`config.mk`:
```
export PLATFORM = sky130hd
export DESIGN_NAME = pcl_loader
export DESIGN_NICKNAME = d
export VERILOG_FILES = /design/src/hw/pcl_pkg.sv /design/src/hw/pcl_loader.sv /design/src/hw/pcl_target.sv
export VERILOG_INCLUDE_DIRS = /design/src /design/src/hw
export SDC_FILE = /design/constraint.sdc
export NUM_CORES = 1
export LEC_CHECK = 0
export BUFFER_PORTS_ARGS = -buffer_cell sky130_fd_sc_hd__buf_2
export CORE_UTILIZATION = 40
export CTS_CLUSTER_SIZE = 24
export DETAILED_ROUTE_END_ITERATION = 8
export HOLD_SLACK_MARGIN = 0.05
export PLACE_DENSITY = 0.67
export SKIP_CTS_REPAIR_TIMING = 1
export SLEW_MARGIN = 20
export SYNTH_ARGS = -nofsm -noshare
export SYNTH_HDL_FRONTEND = slang
export SYNTH_SLANG_ARGS = --single-unit
```
`constraint.sdc`:
```
create_clock -name pclk -period 3.7 [get_ports pclk]
set_clock_uncertainty 0.05 [all_clocks]
set_input_delay 0.185 -clock pclk [delete_from_list [all_inputs] [get_ports pclk]]
set_output_delay 0.185 -clock pclk [all_outputs]
set_load 0.05 [all_outputs]
```
`src/hw/pcl_defs.svh`:
```
/*
  constants for the program counter loader: widths, register offsets,
  field positions, reset values and the interrupt vector.
  assumes nothing beyond being included by bare name.
*/
`ifndef PCL_DEFS_SVH
`define PCL_DEFS_SVH

// counter layout
`define PCL_ADDR_W        15
`define PCL_LOW_W         8
`define PCL_HIGH_W        7
`define PCL_LOW_MSB       7
`define PCL_HIGH_MSB      14
`define PCL_HIGH_LSB      8
// absolute call operand covers high bits 2:0 and low byte
`define PCL_CALL_OP_W     11
`define PCL_CALL_LATCH_LSB 3

// apb register byte offsets
`define PCL_OFF_LOW       12'h000
`define PCL_OFF_LATCH     12'h004
`define PCL_OFF_COUNTER   12'h008
`define PCL_OFF_CMD       12'h00C

// reset values
`define PCL_RST_COUNTER   15'h0000
`define PCL_RST_LATCH     7'h00

// fixed interrupt vector
`define PCL_INT_VECTOR    15'h0004

// command register: low bits select an operation, write strobes it
`define PCL_CMD_W         3

`endif

```
`src/hw/pcl_pkg.sv`:
```
/*
  types for the program counter loader.
  assumes pcl_defs.svh is on the include path.
*/
`include "pcl_defs.svh"

package pcl_pkg;

  // counter load operation chosen for one cycle
  typedef enum logic [`PCL_CMD_W-1:0] {
    PCL_OP_STEP,
    PCL_OP_LOW_WRITE,
    PCL_OP_CALL_ABS,
    PCL_OP_CALL_COMPUTED,
    PCL_OP_JUMP_ACC,
    PCL_OP_JUMP_IMM,
    PCL_OP_INT_ENTRY,
    PCL_OP_INT_RETURN
  } pcl_op_t;

  // bus phase state of the apb slave, not used by pcl_loader
  typedef enum logic [1:0] {
    PCL_BUS_IDLE,
    PCL_BUS_ACCESS
  } pcl_bus_t;

endpackage

```
`src/hw/pcl_loader.sv`:
```
/*
  program counter loader: 15-bit instruction address counter with a
  software low byte, a high-address latch and call/branch/interrupt loads,
  reached over apb.
  assumes the decoder drives one operation strobe per instruction and the
  return stack takes push data when push is high.
*/
// Chosen here: the APB slave port and the placing of the registers.
//
// Operation
// - counter is 15 bits, high 14:8, low 7:0
// - low byte is a read/write register
// - high bits not bus-writable, loaded from the latch
// - every reset clears the counter to zero
// - low-byte write copies latch into high bits
// - low write sets whole counter, no carry
// - absolute call: operand plus latch bits 6:3
// - computed call: latch high, working register low
// - relative branches add to incremented address
// - accumulator branch: address plus one plus unsigned
// - immediate branch: address plus one plus signed
// - interrupt pushes address, loads fixed vector
// - interrupt return reloads popped stack address
`timescale 1ns/100ps
`include "pcl_defs.svh"

module pcl_loader #(
  parameter int ADDR_W = `PCL_ADDR_W
) (
  input  wire logic                       pclk,
  input  wire logic                       presetn,
  // apb slave
  input  wire logic                       psel,
  input  wire logic                       penable,
  input  wire logic                       pwrite,
  input  wire logic [11:0]                paddr,
  input  wire logic [31:0]                pwdata,
  output logic      [31:0]                prdata,
  output logic                            pready,
  output logic                            pslverr,
  // instruction decoder side
  input  wire logic                       fetch_step,
  input  wire pcl_pkg::pcl_op_t           core_op,
  input  wire logic                       core_op_valid,
  input  wire logic [`PCL_LOW_W-1:0]      core_low_data,
  input  wire logic [`PCL_LOW_W-1:0]      wreg,
  input  wire logic [`PCL_CALL_OP_W-1:0]  operand,
  // return stack side
  input  wire logic [ADDR_W-1:0]          stack_top,
  output logic                            stack_push,
  output logic                            stack_pop,
  output logic      [ADDR_W-1:0]          stack_push_data,
  // counter to the fetch unit
  output logic      [ADDR_W-1:0]          instr_addr
);
  import pcl_pkg::*;

  // state
  logic [`PCL_ADDR_W-1:0] counter_reg;     // instruction address
  logic [`PCL_HIGH_W-1:0] latch_reg;       // high-address latch
  logic [ADDR_W-1:0]      push_data_reg;   // address handed to the stack
  logic                   push_reg;        // one-cycle push strobe
  logic                   pop_reg;         // one-cycle pop strobe
  logic [31:0]            rdata_reg;       // registered read data

  // bus decode
  logic       bus_setup;                   // setup phase seen
  logic       bus_write;                   // write taken this edge
  logic       bus_read;                    // read taken this edge
  logic       addr_ok;                     // mapped offset
  logic       sw_low_write;                // software write to low byte
  logic       sw_cmd_write;                // software command strobe

  // selected operation and its target
  pcl_op_t                op_sel;
  logic                   op_live;
  logic [`PCL_ADDR_W-1:0] target;

  // decode of a mapped offset, used only for the error response
  function automatic logic offset_mapped(input logic [11:0] a);
    offset_mapped = (a == `PCL_OFF_LOW) || (a == `PCL_OFF_LATCH)
                 || (a == `PCL_OFF_COUNTER) || (a == `PCL_OFF_CMD);
  endfunction

  // apb: single-cycle access, every access ends in its first access cycle
  assign bus_setup    = psel & ~penable;
  assign bus_write    = psel & penable & pwrite;
  assign bus_read     = psel & penable & ~pwrite;
  assign addr_ok      = offset_mapped(paddr);
  assign pready       = 1'b1;
  assign pslverr      = psel & penable & ~addr_ok;
  assign prdata       = rdata_reg;

  // software reaches the low byte as an ordinary data register
  assign sw_low_write = bus_write & (paddr == `PCL_OFF_LOW);
  assign sw_cmd_write = bus_write & (paddr == `PCL_OFF_CMD);

  // operation priority: any core op first, interrupt entry/return
  // included, then a software low write, then software command,
  // then the plain fetch step
  always_comb begin
    op_sel  = PCL_OP_STEP;
    op_live = 1'b0;
    if (core_op_valid) begin
      op_sel  = core_op;
      op_live = 1'b1;
    end else if (sw_low_write) begin
      op_sel  = PCL_OP_LOW_WRITE;
      op_live = 1'b1;
    end else if (sw_cmd_write) begin
      op_sel  = pcl_op_t'(pwdata[`PCL_CMD_W-1:0]);
      op_live = 1'b1;
    end else if (fetch_step) begin
      op_sel  = PCL_OP_STEP;
      op_live = 1'b1;
    end
  end

  // low data: a software write carries the bus byte, else the core result
  logic [`PCL_LOW_W-1:0] low_data;
  assign low_data = (!core_op_valid && sw_low_write) ? pwdata[`PCL_LOW_MSB:0]
                                                     : core_low_data;

  // target former
  pcl_target u_target (
    .op        (op_sel),
    .counter   (counter_reg),
    .latch     (latch_reg),
    .wreg      (wreg),
    .operand   (operand),
    .low_data  (low_data),
    .stack_top (stack_top[`PCL_ADDR_W-1:0]),
    .target    (target)
  );

  // counter: cleared by reset, else loaded when an operation is live
  always_ff @(posedge pclk or negedge presetn) begin
    if (!presetn) begin
      counter_reg <= `PCL_RST_COUNTER;
    end else if (op_live) begin
      counter_reg <= target;
    end
  end

  // high-address latch: written only by software, never read back into
  // the counter except through a low write or a call
  always_ff @(posedge pclk or negedge presetn) begin
    if (!presetn) begin
      latch_reg <= `PCL_RST_LATCH;
    end else if (bus_write && paddr == `PCL_OFF_LATCH) begin
      latch_reg <= pwdata[`PCL_HIGH_W-1:0];
    end
  end

  // return stack strobes: push on interrupt entry, pop on return
  always_ff @(posedge pclk or negedge presetn) begin
    if (!presetn) begin
      push_reg      <= 1'b0;
      pop_reg       <= 1'b0;
      push_data_reg <= '0;
    end else begin
      push_reg <= op_live && (op_sel == PCL_OP_INT_ENTRY);
      pop_reg  <= op_live && (op_sel == PCL_OP_INT_RETURN);
      if (op_live && op_sel == PCL_OP_INT_ENTRY) begin
        push_data_reg <= ADDR_W'(counter_reg);
      end
    end
  end

  assign stack_push      = push_reg;
  assign stack_pop       = pop_reg;
  assign stack_push_data = push_data_reg;
  assign instr_addr      = ADDR_W'(counter_reg);

  // read data: low byte readable, high bits hidden, counter shown for debug
  always_ff @(posedge pclk or negedge presetn) begin
    if (!presetn) begin
      rdata_reg <= 32'h0000_0000;
    end else if (bus_setup && !pwrite) begin
      case (paddr)
        `PCL_OFF_LOW:     rdata_reg <= {24'h00_0000,
                                        counter_reg[`PCL_LOW_MSB:0]};
        `PCL_OFF_LATCH:   rdata_reg <= {25'h000_0000, latch_reg};
        `PCL_OFF_COUNTER: rdata_reg <= {17'h0_0000, counter_reg};
        default:          rdata_reg <= 32'h0000_0000;
      endcase
    end
  end

endmodule

```
`src/hw/pcl_target.sv`:
```
/*
  combinational target former: from the current counter, latch, working
  register and operand it gives the next counter value for one operation.
  assumes the caller registers the result.
*/
`timescale 1ns/100ps
`include "pcl_defs.svh"

module pcl_target (
  input  wire pcl_pkg::pcl_op_t                 op,
  input  wire logic [`PCL_ADDR_W-1:0]           counter,
  input  wire logic [`PCL_HIGH_W-1:0]           latch,
  input  wire logic [`PCL_LOW_W-1:0]            wreg,
  input  wire logic [`PCL_CALL_OP_W-1:0]        operand,
  input  wire logic [`PCL_LOW_W-1:0]            low_data,
  input  wire logic [`PCL_ADDR_W-1:0]           stack_top,
  output logic      [`PCL_ADDR_W-1:0]           target
);
  import pcl_pkg::*;

  // already-incremented base, wraps in 15 bits
  logic [`PCL_ADDR_W-1:0] base_inc;
  // signed immediate offset extended across the full counter
  logic [`PCL_ADDR_W-1:0] imm_ext;

  assign base_inc = counter + `PCL_ADDR_W'(1);
  assign imm_ext  = {{(`PCL_ADDR_W-`PCL_LOW_W){operand[`PCL_LOW_MSB]}},
                     operand[`PCL_LOW_MSB:0]};

  // choose the target per operation
  always_comb begin
    case (op)
      PCL_OP_STEP:          target = base_inc;
      PCL_OP_LOW_WRITE:     target = {latch, low_data};
      PCL_OP_CALL_ABS:      target = {latch[`PCL_HIGH_W-1:`PCL_CALL_LATCH_LSB],
                                      operand};
      PCL_OP_CALL_COMPUTED: target = {latch, wreg};
      PCL_OP_JUMP_ACC:      target = base_inc
                                     + {{(`PCL_ADDR_W-`PCL_LOW_W){1'b0}}, wreg};
      PCL_OP_JUMP_IMM:      target = base_inc + imm_ext;
      PCL_OP_INT_ENTRY:     target = `PCL_INT_VECTOR;
      PCL_OP_INT_RETURN:    target = stack_top;
      default:              target = counter;
    endcase
  end

endmodule

```
# [After elaboration in Yosys (flattened, before gate mapping)]
# Index checks and enable logic that the tools add are counted.
[classes] n_reduce_logical=12 n_eq_ne=10 add_sub_neg=3 n_bitwise=8 mux=10
[ops] op="one-hot mux 15 bit (8 select lines)" n=1
[ops] op="one-hot mux 15 bit (3 select lines)" n=1
[ops] op="equality test 12 x 4 -> 1 bit (second input constant)" n=2
[ops] op="adder 15 x 1 -> 15 bit (second input constant)" n=1
[ops] op="adder 15 bit" n=1
[ops] op="adder 15 x 8 -> 15 bit" n=1
[ops] op="equality test 12 x 3 -> 1 bit (second input constant)" n=1
[ops] op="equality test 3 bit (second input constant)" n=4
[ops] op="logical NOT 12 bit" n=1
[ops] op="2-to-1 mux 3 bit" n=3
[ops] op="2-to-1 mux 8 bit" n=1
[ops] op="AND 1 bit" n=6
[ops] op="equality test 3 x 2 -> 1 bit (second input constant)" n=2
[ops] op="logical AND 1 bit" n=5
[ops] op="2-to-1 mux 1 bit" n=4
[ops] op="equality test 3 x 1 -> 1 bit (second input constant)" n=1
[ops] op="logical NOT 3 bit" n=1
[ops] op="logical OR 1 bit" n=3
[ops] op="logical NOT 1 bit" n=2
[ops] op="inverter 1 bit" n=2
[totals] ff_bits=71 in_bits=96 wordCells=49

# [Depth between registers and ports, before layout]
[depth] depth_word=8 ltp_mapped=19

# [Modules after synthesis]
# From an unflattened synthesis, not the netlist that was laid out.
[unflattened] cells_unflattened=461 area_unflattened_um2=4267.8
[by_module_without_submodules] module="pcl_loader" instances=1 area_per_inst_um2=2541.2 cells_each=208
[by_module_without_submodules] module="pcl_target" instances=1 area_per_inst_um2=1726.7 cells_each=253

# [Worst setup path after synthesis]
# No wires, ideal clock.
[synth_path] path_kind="input-to-reg" start="in paddr[5]" end="reg counter_reg[9] (netlist: instr_addr[9])" arrival_ns=3.973 required_time_ns=3.522 path_stages=16 setup_time_ns=0.128 setup_slack_ns=-0.452 path_cell_list="nor4_4 -> nand4b_4 -> o41ai_4 -> nand2_1 -> nor2_1 -> mux2_2 -> ha_1 -> a21o_1 -> a21o_1 -> a211oi_1 -> o21bai_1 -> a21oi_1 -> o31ai_1 -> xor2_1 -> a221oi_1 -> o21ai_1"
[synth_via] elab_chain_cells=7 word_cells_on_any_way=19 classes_between="eq/ne: 8; mux: 7; bitwise: 2; reduce/logical: 2"
[synth_lines] element="start: declaration" line="pcl_loader.sv:36" text="input wire logic [11:0] paddr,"
[synth_lines] element="equality test 12 x 4 -> 1 bit (no source line)"
[synth_lines] element="AND 1 bit" line="pcl_loader.sv:96" text="assign sw_cmd_write = bus_write & (paddr == `PCL_OFF_CMD);"
[synth_lines] element="2-to-1 mux 3 bit" line="pcl_loader.sv:110" text="end else if (sw_cmd_write) begin"
[synth_lines] element="2-to-1 mux 3 bit" line="pcl_loader.sv:107" text="end else if (sw_low_write) begin"
[synth_lines] element="2-to-1 mux 3 bit" line="pcl_loader.sv:104" text="if (core_op_valid) begin"
[synth_lines] element="equality test 3 bit, or another cell as far along" line="pcl_target.sv:32" text="case (op)"
[synth_lines] element="one-hot mux 15 bit (8 select lines)" line="pcl_target.sv:32"
[synth_lines] element="end signal: assignment" line="pcl_loader.sv:139" text="counter_reg <= `PCL_RST_COUNTER;"
[synth_lines] element="end signal: assignment" line="pcl_loader.sv:141" text="counter_reg <= target;"
[synth_lines] element="end: declaration" line="pcl_loader.sv:59" text="logic [`PCL_ADDR_W-1:0] counter_reg;"
# Parallel ways exist; a longest one is shown, timed or not.
# A chain may end at the register's enable or synchronous reset.

# [Worst setup path in the final report]
[layout_path] start="in paddr[10]" end="reg counter_reg[14] (netlist: instr_addr[14])"
# The elaborated chain is that of the path after synthesis.

==> reports/results.txt <==
first-pass GRT wire length: 21,500 microns
Clock Path Buffers: 2
row count: 37
P_int: 1390 uW
Worst Setup End Kind: flop
TritonCTS clock tree: done
Most used DFF post-synth: dfrtp_1
Starting Density: 41.2%
Nets: 759
count of cell types in the netlist: 64
final worst setup slack: 0.125 ns
reg-to-reg setup timing slack: 0.42 ns
Clk pin slew, worst setup/hold paths: 0.09 ns
routability cong.: 0.900
number of global-route vias before repair: 4,088
CP Launch Point: paddr[10]
EDFF count, synth: 0
CP endpoint: instr_addr[14]
CTS H-Tree Depth: 2
Synth area leader: dfrtp_1
sequential fraction of design power: 31.0%
pwr/cell area: 494 nW/um^2
Clk pwr share: 11.8%
most common cell in the synthesized netlist: nor2_1
aggregate routed wire length: 13,900 microns
maxcap violations: 0
die width: 105 microns
reg2reg start: instr_addr[2]
pins over their slew limit: 0
post-synthesis sequential area ratio: 31.9%
Netlist Area Pre-Place: 4240 sq um
Fin Hold WS: 0.0832 ns
Final setup viols: 0
GRT overflow: 0
cells on worst reg2reg path: 11
Area contributors post-synth: dfrtp_1 32%, mux2_2 6.4%, nor2_1 5.3%, nand2_1 4.9%, a21oi_1 4.1%
Fin Setup TNS: 0 ns
final worst-path cycle share: 96.6%
most instantiated cells after synthesis: 60 x nor2_1, 55 x nand2_1, 54 x dfrtp_1
core box area: 10,300 sq um
initial antenna violation count: 0
initial drt markers: 271
combinational share of power: 57.1%
Remaining DRCs: 0
GR Util All Layers: 25.4%
DR WL/cell: 17.7 microns
HPWL after DPL: 10,900 microns
Yosys top cell area share: 31.9%
I/O pins: 162
die area: 11,000 sq um
dpl ws: -0.344 ns
n_diodes: 0
Die H: 105 microns
vias: 4,386
Slew headroom: 52.7%
Synth warnings: 0
worst path required time: 3.84 ns
maximum vdd drop: 258 uV
layout cell share with drive strength beyond 1: 36.3%
DRT Pass-1 Iters: 5
Final Hold Violating Endpoints: 0
root buffer cell: clkbuf_8
status: finished clean
Tightest Hold Check Type: in2reg
total chip power: 2710 uW
Via-to-Cell Ratio: 5.59
Final Critical Period: 3.57 ns
ANT nets after route: 0
FMAX: 0.280 GHz
Synth Instances: 501
CP arrival: 3.72 ns
Async S/R FF share, synth: 100%
final core utilization: 53.3%
CP Launch Type: input pin
largest net degree at the start of global routing: 33
synthesis-stage register bit count: 54
syn avg cell area: 8.45 sq um
Sink Count: 54
P_leak: 0.00257 uW
WS Path Type: in2reg
Worst Max-Slew Pin Slew: 0.709 ns
TritonCTS Buffers: 5
sw frac: 48.7%
critical path peak fanout: 7
RSZ-0062 raised after global routing: true
Area Growth Syn to Fin: 29.5%
Net Switching: 1320 uW
PortBufs: 119
reg2reg end: instr_addr[14]
worst skew pair latency: 0.30 ns
==> cells in the final DEF, fill, tap and decap left out, types with 3 or more instances in the layout <==
cell type | synthesis | layout
xor2_1 | 7 | 7
nor4_1 | 4 | 4
inv_1 | 14 | 13
mux2_2 | 24 | 22
dfrtp_1 | 54 | 54
nor3_1 | 10 | 10
nand3_1 | 22 | 22
a21o_1 | 5 | 5
a211o_1 | 3 | 3
nand2_1 | 55 | 54
nor2b_1 | 4 | 3
ha_1 | 14 | 8
o22ai_1 | 10 | 10
xnor2_1 | 19 | 19
o21ai_1 | 2 | 4
o21ai_0 | 30 | 27
a221oi_1 | 13 | 11
buf_2 | 1 | 116
clkbuf_8 | 0 | 5
mux2i_1 | 8 | 8
ha_4 | 0 | 6
nor2_1 | 60 | 59
buf_4 | 18 | 45
conb_1 | 2 | 18
a21oi_2 | 1 | 4
nand4_1 | 3 | 3
and2_1 | 3 | 3
buf_6 | 0 | 7
a21oi_1 | 35 | 32
a221oi_2 | 1 | 3
a211oi_1 | 6 | 5
mux2_1 | 3 | 3
==> critical path, cell delays in order <==
cell	delay, ns
buf_2	0.11
nor4_4	0.33
nand4b_4	0.15
buf_6	0.16
o31a_1	0.33
nor2_4	0.29
mux2_4	0.22
ha_4	0.12
inv_2	0.03
fa_2	0.35
nor2b_2	0.14
o21ai_2	0.07
a21o_1	0.22
a31oi_4	0.20
o21a_1	0.19
a21oi_2	0.08
buf_4	0.14
o211ai_2	0.15
xnor2_1	0.15
o22ai_1	0.09
==> logic make-up (layout without fill, tap and decap cells) <==
kind of cell    after synthesis  in the layout  synth area share [%]
compound gates              129            129                  21.1
xor+xnor                     26             26                  5.38
fa+ha+maj                    15             15                  4.61
buf+inv                      59            190                  6.85
flops                        54             54                  31.9
mux                          35             35                  9.07
other cells                   2             18                 0.177
simple gates                181            181                  20.9
==> layout make-up <==
type                       instances  area, sq um
clock buffer                       5         68.8
inverter                          14         52.6
clock inverter                     2         13.8
tap                              136          170
fill                             993         4790
timing repair buffer             169         1010
multi-input combinational        404         2820
sequential                        54         1350
==> worst min path at each step <==
stage | from | end | slack [ns] | depth (start not counted)
after CTS | presetn | stack_push_data[14] | -0.21 | 1
after floorplan | presetn | instr_addr[0] | -0.16 | 0
after detailed placement | presetn | stack_push_data[14] | 0.13 | 1
after global placement | presetn | stack_push_data[14] | 0.12 | 1
final | pwdata[5] | latch_reg[5] | 0.08 | 2
after global routing | pwdata[3] | latch_reg[3] | 0.09 | 2
==> per-layer routing <==
metal  up-vias  track usage [%]  wire, microns
li1       2071                -              -
met1      2083             33.7           5850
met2       210             42.1           6480
met3        22             3.62           1090
met4         0             8.85            453
met5         -                0              0
==> per-stage QoR <==
stage                     cell area [sq um]  instances
after floorplan                        4390        517
final                                  5480        784
after detailed placement               5250        770
after CTS                              5340        777
after global placement                 5250        770
after global routing                   5480        784
==> power by group through the flow <==
stage / clock network, uW / registers (uW) / logic [uW]
finish: 321 / 839 / 1550
global route: 357 / 852 / 1650
CTS: 333 / 837 / 1500
detailed placement: 0 / 851 / 1490
global placement: 0 / 846 / 1480
floorplan: 0 / 1170 / 713
Note: power is estimated with default switching activity, not from simulation.
